--- src/inc/olsf_pkg.sv ---
// Purpose: Constants for the over-temperature and line-sense flag block
// Assumes: 25 MHz ref_clk, 12-bit sensor readings
// Notes: Register indices; byte address is four times the index
package olsf_pkg;
    // ==========================================================
    // Register map (word index)
    localparam logic [15:0] OT2_LIMIT_IDX = 16'hFE76;
    localparam logic [15:0] LS_TRIM_IDX = 16'hFE77;
    localparam logic [15:0] LS_SET_IDX = 16'hFE78;
    localparam logic [15:0] IRQ_STS_IDX = 16'hFE80;
    localparam logic [15:0] IRQ_MASK_IDX = 16'hFE81;
    localparam logic [15:0] FLAG_STATE_IDX = 16'hFE82;
    localparam int ADDR_W = 18;
    localparam int WORD_LSB = 2;
    // ==========================================================
    // Reset values and fields
    localparam logic [7:0] REG_RST = 8'h00;
    localparam int TRIM_POL_BIT = 7;
    localparam int TRIM_MAG_MSB = 6;
    localparam int PG_INCL_BIT = 7;
    localparam int PG_DB_BIT = 6;
    localparam int THR_MSB = 5;
    localparam int THR_LSB = 2;
    localparam int DB_SEL_MSB = 1;
    localparam int IRQ_OT2 = 0;
    localparam int IRQ_LS = 1;
    localparam int IRQ_W = 2;
    // ==========================================================
    // Scaling
    localparam int RD_W = 12;
    localparam int TRIM_SHIFT = 10;
    localparam int LS_FS_MV = 1600;
    localparam int LS_HYST_MV = 75;
    localparam int LS_HYST_CNT = (LS_HYST_MV * (1 << RD_W)) / LS_FS_MV;
    // ==========================================================
    // Timing
    localparam int CLK_KHZ = 25000;
    localparam int DB_A_US = 2600;
    localparam int DB_B_US = 10400;
    localparam int DB_C_US = 100000;
    localparam int DB_A_CYC = DB_A_US * (CLK_KHZ / 1000);
    localparam int DB_B_CYC = DB_B_US * (CLK_KHZ / 1000);
    localparam int DB_C_CYC = DB_C_US * (CLK_KHZ / 1000);
    localparam int CNT_W = 22;
    localparam logic [1:0] DB_SEL_0 = 2'h0;
    localparam logic [1:0] DB_SEL_A = 2'h1;
    localparam logic [1:0] DB_SEL_B = 2'h2;
    localparam int NDB = 3;
    localparam int DB_OT = 0;
    localparam int DB_LS = 1;
    localparam int DB_PG = 2;
endpackage

--- src/rtl/olsf_flags.sv ---
// Purpose: Over-temperature 2 and line-sense flags with debounce, Avalon-MM slave
// Assumes: Readings come from logic on ref_clk; one-cycle-delayed waitrequest answer
// Notes: Registers reached over Avalon-MM; writes land one edge after the wait ends, on the edge that completes the transfer
//
// Chosen here: the Avalon-MM interface to the registers.
`timescale 1ns/10ps
`default_nettype none
module olsf_flags
    import olsf_pkg::*;
#(
    parameter int DB_A_CYCLES = DB_A_CYC,
    parameter int DB_B_CYCLES = DB_B_CYC,
    parameter int DB_C_CYCLES = DB_C_CYC
) (
    // Clock and reset
    input wire logic ref_clk,
    input wire logic rst_b,
    // Avalon-MM slave
    input wire logic [ADDR_W-1:0] address,
    input wire logic read,
    input wire logic write,
    input wire logic [31:0] writedata,
    output logic [31:0] readdata,
    output logic waitrequest,
    // Sensor readings
    input wire logic [RD_W-1:0] temp_sensor_2_value,
    input wire logic [RD_W-1:0] line_sense_value,
    // Power good
    input wire logic power_good_chan_a_in,
    input wire logic power_good_chan_b_in,
    output logic power_good_chan_a,
    output logic power_good_chan_b,
    // Flags and interrupt
    output logic overtemp_guard_2_flag,
    output logic line_sense_flag,
    output logic irq
);
    // ==========================================================
    // Decode
    function automatic logic hit(input logic [ADDR_W-1:0] a, input logic [15:0] idx);
        hit = (a[ADDR_W-1:WORD_LSB] == idx);
    endfunction

    function automatic logic [CNT_W-1:0] cyc(input int c);
        cyc = (c < 1) ? CNT_W'(1) : CNT_W'(c);
    endfunction

    // ==========================================================
    // Registers and bus
    logic [7:0] ot2_limit_ff, nxt_ot2_limit;
    logic [7:0] ls_trim_ff, nxt_ls_trim;
    logic [7:0] ls_set_ff, nxt_ls_set;
    logic [IRQ_W-1:0] sts_ff, nxt_sts;
    logic [IRQ_W-1:0] mask_ff, nxt_mask;
    logic ack_ff, nxt_ack;
    logic [31:0] rd_ff, nxt_rd;
    logic [IRQ_W-1:0] ev;
    logic [NDB-1:0] flag_ff;
    logic wr_go;

    assign wr_go = write && ack_ff;

    always_comb begin
        nxt_ot2_limit = ot2_limit_ff;
        nxt_ls_trim = ls_trim_ff;
        nxt_ls_set = ls_set_ff;
        nxt_mask = mask_ff;
        nxt_sts = sts_ff;
        nxt_ack = (read || write) && !ack_ff;
        nxt_rd = rd_ff;
        if (wr_go) begin
            if (hit(address, OT2_LIMIT_IDX)) begin
                nxt_ot2_limit = writedata[7:0];
            end
            if (hit(address, LS_TRIM_IDX)) begin
                nxt_ls_trim = writedata[7:0];
            end
            if (hit(address, LS_SET_IDX)) begin
                nxt_ls_set = writedata[7:0];
            end
            if (hit(address, IRQ_MASK_IDX)) begin
                nxt_mask = writedata[IRQ_W-1:0];
            end
            if (hit(address, IRQ_STS_IDX)) begin
                nxt_sts = sts_ff & ~writedata[IRQ_W-1:0];
            end
        end
        nxt_sts = nxt_sts | ev;
        if (read && !ack_ff) begin
            nxt_rd = '0;
            if (hit(address, OT2_LIMIT_IDX)) begin
                nxt_rd[7:0] = ot2_limit_ff;
            end
            if (hit(address, LS_TRIM_IDX)) begin
                nxt_rd[7:0] = ls_trim_ff;
            end
            if (hit(address, LS_SET_IDX)) begin
                nxt_rd[7:0] = ls_set_ff;
            end
            if (hit(address, IRQ_STS_IDX)) begin
                nxt_rd[IRQ_W-1:0] = sts_ff;
            end
            if (hit(address, IRQ_MASK_IDX)) begin
                nxt_rd[IRQ_W-1:0] = mask_ff;
            end
            if (hit(address, FLAG_STATE_IDX)) begin
                nxt_rd[NDB-1:0] = flag_ff;
            end
        end
    end

    always_ff @(posedge ref_clk) begin
        if (!rst_b) begin
            ot2_limit_ff <= REG_RST;
            ls_trim_ff <= REG_RST;
            ls_set_ff <= REG_RST;
            sts_ff <= '0;
            mask_ff <= '0;
            ack_ff <= 1'b0;
            rd_ff <= '0;
        end else begin
            ot2_limit_ff <= nxt_ot2_limit;
            ls_trim_ff <= nxt_ls_trim;
            ls_set_ff <= nxt_ls_set;
            sts_ff <= nxt_sts;
            mask_ff <= nxt_mask;
            ack_ff <= nxt_ack;
            rd_ff <= nxt_rd;
        end
    end

    assign waitrequest = (read || write) && !ack_ff;
    assign readdata = rd_ff;
    assign irq = |(sts_ff & mask_ff);

    // ==========================================================
    // Comparators
    // Limit LSB is 800 mV / 256 = 3.125 mV; codes 2, 4, 5 give 6.25, 12.5, 15.625 mV
    logic [8:0] ot_limit9;
    logic ot_raw;
    logic [RD_W+7:0] ls_prod;
    logic [RD_W:0] ls_adj;
    logic [RD_W-1:0] ls_trimmed;
    logic [RD_W:0] ls_rel;
    logic [3:0] ls_thr;
    logic ls_raw;

    assign ot_limit9 = {1'b0, ot2_limit_ff};
    assign ot_raw = ot_limit9 > temp_sensor_2_value[RD_W-1 -: 9];
    assign ls_thr = ls_set_ff[THR_MSB:THR_LSB];

    always_comb begin
        ls_prod = (RD_W+8)'(line_sense_value) * (RD_W+8)'(ls_trim_ff[TRIM_MAG_MSB:0]);
        ls_adj = {1'b0, line_sense_value};
        if (ls_trim_ff[TRIM_POL_BIT]) begin
            ls_adj = ls_adj - (RD_W+1)'(ls_prod >> TRIM_SHIFT);
        end else begin
            ls_adj = ls_adj + (RD_W+1)'(ls_prod >> TRIM_SHIFT);
        end
        if (ls_adj[RD_W]) begin
            ls_trimmed = ls_trim_ff[TRIM_POL_BIT] ? '0 : '1;
        end else begin
            ls_trimmed = ls_adj[RD_W-1:0];
        end
        ls_rel = {1'b0, ls_thr, {(RD_W-4){1'b0}}} - (RD_W+1)'(LS_HYST_CNT);
        if (ls_thr == 4'h0) begin
            ls_raw = 1'b0;
        end else if (ls_trimmed[RD_W-1 -: 4] >= ls_thr) begin
            ls_raw = 1'b1;
        end else if (flag_ff[DB_LS] && !ls_rel[RD_W] && ({1'b0, ls_trimmed} >= ls_rel)) begin
            ls_raw = 1'b1;
        end else begin
            ls_raw = 1'b0;
        end
    end

    // ==========================================================
    // Debounce
    logic [NDB-1:0] raw;
    logic [NDB-1:0] prev_ff;
    logic [CNT_W-1:0] lim [NDB];
    logic [CNT_W-1:0] cnt_ff [NDB];
    logic [CNT_W-1:0] ls_lim;

    assign raw = {ls_raw, ls_raw, ot_raw};
    assign lim[DB_LS] = ls_lim;
    assign lim[DB_OT] = cyc(DB_C_CYCLES);
    assign lim[DB_PG] = ls_set_ff[PG_DB_BIT] ? cyc(DB_A_CYCLES) : '0;

    always_comb begin
        unique case (ls_set_ff[DB_SEL_MSB:0])
            DB_SEL_0: ls_lim = '0;
            DB_SEL_A: ls_lim = cyc(DB_A_CYCLES);
            DB_SEL_B: ls_lim = cyc(DB_B_CYCLES);
            default: ls_lim = cyc(DB_C_CYCLES);
        endcase
    end

    for (genvar i = 0; i < NDB; i++) begin : g_db
        logic [CNT_W-1:0] nxt_cnt;
        logic nxt_flag;

        always_comb begin
            nxt_cnt = cnt_ff[i];
            nxt_flag = flag_ff[i];
            if (raw[i] != prev_ff[i]) begin
                nxt_cnt = '0;
            end else if (raw[i] != flag_ff[i]) begin
                if (cnt_ff[i] + CNT_W'(1) >= lim[i]) begin
                    nxt_flag = raw[i];
                    nxt_cnt = '0;
                end else begin
                    nxt_cnt = cnt_ff[i] + CNT_W'(1);
                end
            end else begin
                nxt_cnt = '0;
            end
            if (lim[i] == '0) begin
                nxt_flag = raw[i];
            end
        end

        always_ff @(posedge ref_clk) begin
            if (!rst_b) begin
                cnt_ff[i] <= '0;
                flag_ff[i] <= 1'b0;
                prev_ff[i] <= 1'b0;
            end else begin
                cnt_ff[i] <= nxt_cnt;
                flag_ff[i] <= nxt_flag;
                prev_ff[i] <= raw[i];
            end
        end
    end

    // ==========================================================
    // Outputs and events
    logic [NDB-1:0] flag_d_ff;

    always_ff @(posedge ref_clk) begin
        if (!rst_b) begin
            flag_d_ff <= '0;
        end else begin
            flag_d_ff <= flag_ff;
        end
    end

    assign ev[IRQ_OT2] = flag_ff[DB_OT] && !flag_d_ff[DB_OT];
    assign ev[IRQ_LS] = flag_ff[DB_LS] != flag_d_ff[DB_LS];
    assign overtemp_guard_2_flag = flag_ff[DB_OT];
    assign line_sense_flag = flag_ff[DB_LS];
    assign power_good_chan_a = power_good_chan_a_in && (!ls_set_ff[PG_INCL_BIT] || flag_ff[DB_PG]);
    assign power_good_chan_b = power_good_chan_b_in && (!ls_set_ff[PG_INCL_BIT] || flag_ff[DB_PG]);
endmodule
`default_nettype wire

--- config.mk ---
export PLATFORM = sky130hd
export DESIGN_NAME = olsf_flags
export DESIGN_NICKNAME = d
export VERILOG_FILES = /design/src/inc/olsf_pkg.sv /design/src/rtl/olsf_flags.sv
export SDC_FILE = /design/constraint.sdc
export NUM_CORES = 1
export LEC_CHECK = 0
export ABC_AREA = 1
export BUFFER_PORTS_ARGS = -buffer_cell sky130_fd_sc_hd__buf_2
export CAP_MARGIN = 10
export CORE_ASPECT_RATIO = 1.75
export CORE_MARGIN = 4
export CORE_UTILIZATION = 60
export CTS_CLUSTER_SIZE = 20
export DETAILED_ROUTE_END_ITERATION = 12
export PLACE_DENSITY_LB_ADDON = 0.15
export SLEW_MARGIN = 40
export SYNTH_ARGS = -nofsm -noshare
export SYNTH_HDL_FRONTEND = slang
export SYNTH_SLANG_ARGS = --single-unit
--- constraint.sdc ---
create_clock -name ref_clk -period 11.1 [get_ports ref_clk]
set_clock_uncertainty 0.1 [all_clocks]
set_input_delay 2.22 -clock ref_clk [delete_from_list [all_inputs] [get_ports ref_clk]]
set_output_delay 2.22 -clock ref_clk [all_outputs]
set_load 0.1 [all_outputs]
## Yosys cells after proc, flatten, opt, wreduce, memory -nomap -nowiden

Memories as Yosys holds them, arrays and structs flattened.
Index checks and enable logic that the tools add are counted.

- Register bits: 44
- Bits in latches: 0
- RAM bits: 66
- Bits in read-only memories: 0
- Bits of input ports: 80
- Output and inout port bits: 38
- Logic and storage cells: 119
- Memories: 1

- Add/sub/neg operators: 6
- $mul: 1
- Divide/modulo/power cells: 0
- Order comparisons: 6
- Eq/ne operators: 16
- Shifts and indexed selects: 0
- Muxes and demuxes: 38
- Bitwise logic cells: 8
- Reductions and logical operators: 30

Memories:

| name | words | bits a word | rd ports | clocked after memory_dff | write ports | RTL line | RTL |
|---|---|---|---|---|---|---|---|
| cnt_ff | 3 | 22 | 3 | 0 | 3 | olsf_flags.sv:182 | `logic [CNT_W-1:0] cnt_ff [NDB];` |

Operators by type and width:

| operator | count |
|---|---|
| $mux W22 | 12 |
| $eq A16 B16 Y1 const B | 6 |
| $add A22 B1 Y22 const B | 3 |
| $pmux W22 S3 | 1 |
| $logic_not A22 Y1 | 2 |
| $mux W12 | 2 |
| $mux W8 | 3 |
| $ge A22 B16 Y1 | 1 |
| $ge A22 B22 Y1 | 1 |
| $ge A22 B22 Y1 const B | 1 |
| $mul A12 B7 Y19 | 1 |
| $mux W16 | 1 |
| $add A12 B9 Y13 | 1 |
| $ge A12 B13 Y1 | 1 |
| $mux W1 | 13 |
| $mux W13 | 1 |
| $sub A12 B8 Y13 const B | 1 |
| $sub A12 B9 Y13 | 1 |
| $gt A8 B9 Y1 | 1 |
| $reduce_and A3 Y1 | 3 |
| $logic_and A1 B1 Y1 | 8 |
| $mux W2 | 4 |
| $reduce_and A2 Y1 | 4 |
| $reduce_bool A2 Y1 | 4 |
| 16 further kinds | 29 |

## Depth between registers and ports, before layout

- Depth in word-level cells: 13
- Gate-level depth with buffers: 53
- Gate-level depth less buffers: 52

## Worst setup path before layout

No wires, ideal clock.

- Path type: input port to flip-flop
- Start point: input port line_sense_value[3]
- End point: memory cnt_ff[2][3]
- Library setup time: 119 ps
- Arrival time: 8957 ps
- Data required time: 10881 ps
- Slack: 1924 ps
- Stages: 51
- Path buffers: 1
- Cell sequence: nand2_1 -> inv_1 -> fa_1 -> inv_1 -> fa_1 -> inv_1 -> fa_1 -> inv_1 -> fa_1 -> inv_1 -> ha_1 -> nand2_1 -> inv_1 -> a21oi_1 -> nand2_1 -> a31o_2 -> xor2_1 -> inv_1 -> [15 not listed] -> nand2_1 -> o21ai_0 -> inv_1 -> ha_1 -> nand3_1 -> a21oi_1 -> o21ai_0 -> nor2_1 -> nand2_1 -> nand2_1 -> nand2_2 -> nand2_4 -> nand2_4 -> nand3_1 -> nand2_1 -> nand2_2 -> buf_2 -> nor2_1

RTL lines:

| element | RTL line | RTL |
|---|---|---|
| start, declared | olsf_flags.sv:27 | `input wire logic [RD_W-1:0] line_sense_value,` |
| end, declared | olsf_flags.sv:182 |  |

==> out/metrics.yaml <==
status: "completed"
synth_top_family_by_area: "simple AND/OR/NAND/NOR gates"
grt_max_degree: 25
yosys.area_share.simple_pct: 26.2
core_region_area_sq_mm: 0.0164
synth_seq_cells: 110
max-slew-margin-rel_pct: 47.1
cts.sinks: 110
root_buffer: "clkbuf_16"
drive_gt1_share_pct: 9.38
fp.dieH_um: 179
postCtsHoldBufs: 0
synth_area_leaders: "dfxtp_1 22%, ha_1 13%, inv_1 11%"
r2r_end: "cnt_ff[1][9]"
critPathMostFrequentCell: "inv_1"
synth_edf_count: 0
place_congestion: 0.968
gr-total-overflow: 0
num_vias: 8921
irDropWorstVdd_v: 0.0000722
nNetsFinal: 1717
path_class: "primary input to register"
period_share_pct: 93.0
worst_slew_pin_slew_ps: 787
via_per_inst: 5.20
cp.arrival_ps: 10480
cp_slowest_stage_delay_ps: 540
pin_count: 118
die_x_um: 106
syn_to_final_growth_pct: 7.48
yosys_most_used_dff: "dfxtp_1"
cts.clk_slew.worst_paths_ps: 80
start_util_pct: 61.1
yosysWarnings: 0
powerDensity_mw_per_mm2: 76.6
synth_common_cells: "302 x inv_1, 269 x nand2_1, 135 x nor2_1"
worstReg2RegStart: "ls_trim_ff[3]"
leakage_nw: 5.60
synthArstFlopShare_pct: 0
setup-violations-final: 0
synthMuxAreaShare_pct: 0
critPathLaunchType: "primary input"
max_freq_mhz: 96.9
synth-adder-area-share_pct: 22.4
hp-class: "register to register"
cts_tree: "done"
crit_required_ps: 11260
grt_pass1_vias: 8831
route.detailed.drc: 0
ant_nets: 0
placed_area_sq_mm: 0.0105
synth_top_area_share_pct: 22.0
post-dp-hpwl_mm: 19.1
worst_path_max_delay_cell: "fa_1"
fin_cells: 1717
track_usage_pct: 25.5
synth_xor_area_share_pct: 5.43
cts_made_buffers: 9
grt_antenna_before_repair: 2
clk_latency_ps: 350
synth_compound_area_share_pct: 9.71
netlist_area_sq_mm: 0.0100
rsz0062_at_grt: "false"
avgSynthCellArea_sq_um: 7.01
min_delay_path_depth: 1
cp-end-kind: "register"
worstRegToRegCells: 45
drt_iter0_drc: 398
clockBufferDepth: 2
ys_types: 47
setup_tns_ps: 0
grt_pass1_wl_mm: 39.4
synth_area_leader_cell: "dfxtp_1"
synth.most_common_cell: "inv_1"
port_buffers: 64
cts_setup_buffers: 0
place_inst: 1700
wl_per_cell_um: 13.5
rows: 62
final_cell_area_sq_mm: 0.0108
cts-resized-gates: 0
htreeDepth: 3
drt_wl_total_mm: 23.2
maxCapViolations: 0
firstDrtPassIters: 5
critPathMaxFanout: 22
slew_viol_final: 0
hold_viol_final: 0
period_needed_ps: 10320
fill_cells: 1503
r2r_slack_ps: 2150
hold_end: "sts_ff[0]"
hp-start: "flag_d_ff[0]"
yosysSeqAreaShare_pct: 22.0
die-area_sq_mm: 0.0189
postSynthCellCount: 1426
## layout make-up
| class | count | area [sq um] | area share (%) |
|---|---|---|---|
| Clock buffer | 9 | 225 | 2.09 |
| Tap cell | 224 | 280 | 2.61 |
| Clock inverter | 7 | 65.1 | 0.605 |
| Multi-Input combinational cell | 997 | 6500 | 60.5 |
| Antenna cell | 1 | 2.50 | 0.0233 |
| Sequential cell | 110 | 2200 | 20.5 |
| Inverter | 303 | 1140 | 10.6 |
| Timing Repair Buffer | 66 | 335 | 3.12 |
## flip-flops by register name, indices dropped and copies added (netlist names)
| signal | count |
|---|---|
| ot2_limit_ff | 8 |
| sts_ff | 2 |
| ls_trim_ff | 8 |
| prev_ff | 2 |
| ack_ff | 1 |
| flag_d_ff | 2 |
| line_sense_flag | 1 |
| cnt_ff | 66 |
| ls_set_ff | 8 |
| flag_ff | 1 |
| readdata | 8 |
| overtemp_guard_2_flag | 1 |
| mask_ff | 2 |
## per-layer routing
layer	part of all wire, %	global-route usage, %	up-vias
li1	-	-	4544
met1	36	25.9	4086
met2	54	49.3	199
met3	3.6	3.60	90
met4	5.8	13.8	2
met5	0.078	0	-
## worst max path at each step
stage	startpoint	endpoint	slack [ps]	cells after the start
3_5_place_dp	line_sense_value[5]	cnt_ff[1][9]	460	48
4_1_cts	line_sense_value[5]	cnt_ff[1][9]	800	48
6_report	line_sense_value[5]	cnt_ff[1][9]	780	48
3_3_place_gp	line_sense_value[5]	cnt_ff[1][2]	670	48
5_1_grt	line_sense_value[5]	cnt_ff[1][2]	150	49
2_1_floorplan	line_sense_value[3]	cnt_ff[2][3]	1920	51
## cells by family after synthesis
family	count (synthesis)
other	1
xor gates and xnor gates	62
and+or+nand+nor	584
DFF	110
adders and majority gates	150
AOI/OAI and AO/OA	171
buffers and inverters	348
## report_power, final
part | total (W) | leakage [nW] | switching (W) | internal [W]
combinational | 0.000111 | 4.57 | 0.0000894 | 0.0000219
clock | 0.000314 | 0.144 | 0.000157 | 0.000157
sequential | 0.000399 | 0.889 | 0.00000186 | 0.000397
total | 0.000824 | 5.60 | 0.000248 | 0.000576
## metrics by stage
stage / hold slack [ps] / setup slack [ps] / util, % / total power (W)
3_3_place_gp: 321 / 673 / 63.9 / 0.000517
3_5_place_dp: 329 / 459 / 63.9 / 0.000518
6_report: 335 / 778 / 65.7 / 0.000824
5_1_grt: 343 / 150 / 65.7 / 0.000855
2_1_floorplan: 308 / 1920 / - / 0.000496
4_1_cts: 336 / 802 / 65.7 / 0.000830
## placed cells by master, fill, tap and decap left out, drive strengths merged, types with 27 or more instances in the layout
| master | instances |
|---|---|
| nor2 | 155 |
| ha | 101 |
| buf | 66 |
| nand3 | 66 |
| conb | 30 |
| a21oi | 77 |
| nor3 | 27 |
| fa | 49 |
| nand2 | 286 |
| xor2 | 44 |
| inv | 305 |
| o21ai | 46 |
| dfxtp | 110 |
## worst max-delay path, delay by kind of cell
kind	cells	cell delay, ps
adder cells (fa/ha/maj)	7	3120
AO/OA/AOI/OAI	7	1260
buffers and inverters	10	810
AND/OR/NAND/NOR	23	2880
XOR/XNOR	1	190
(Power assumes the default switching activity.)
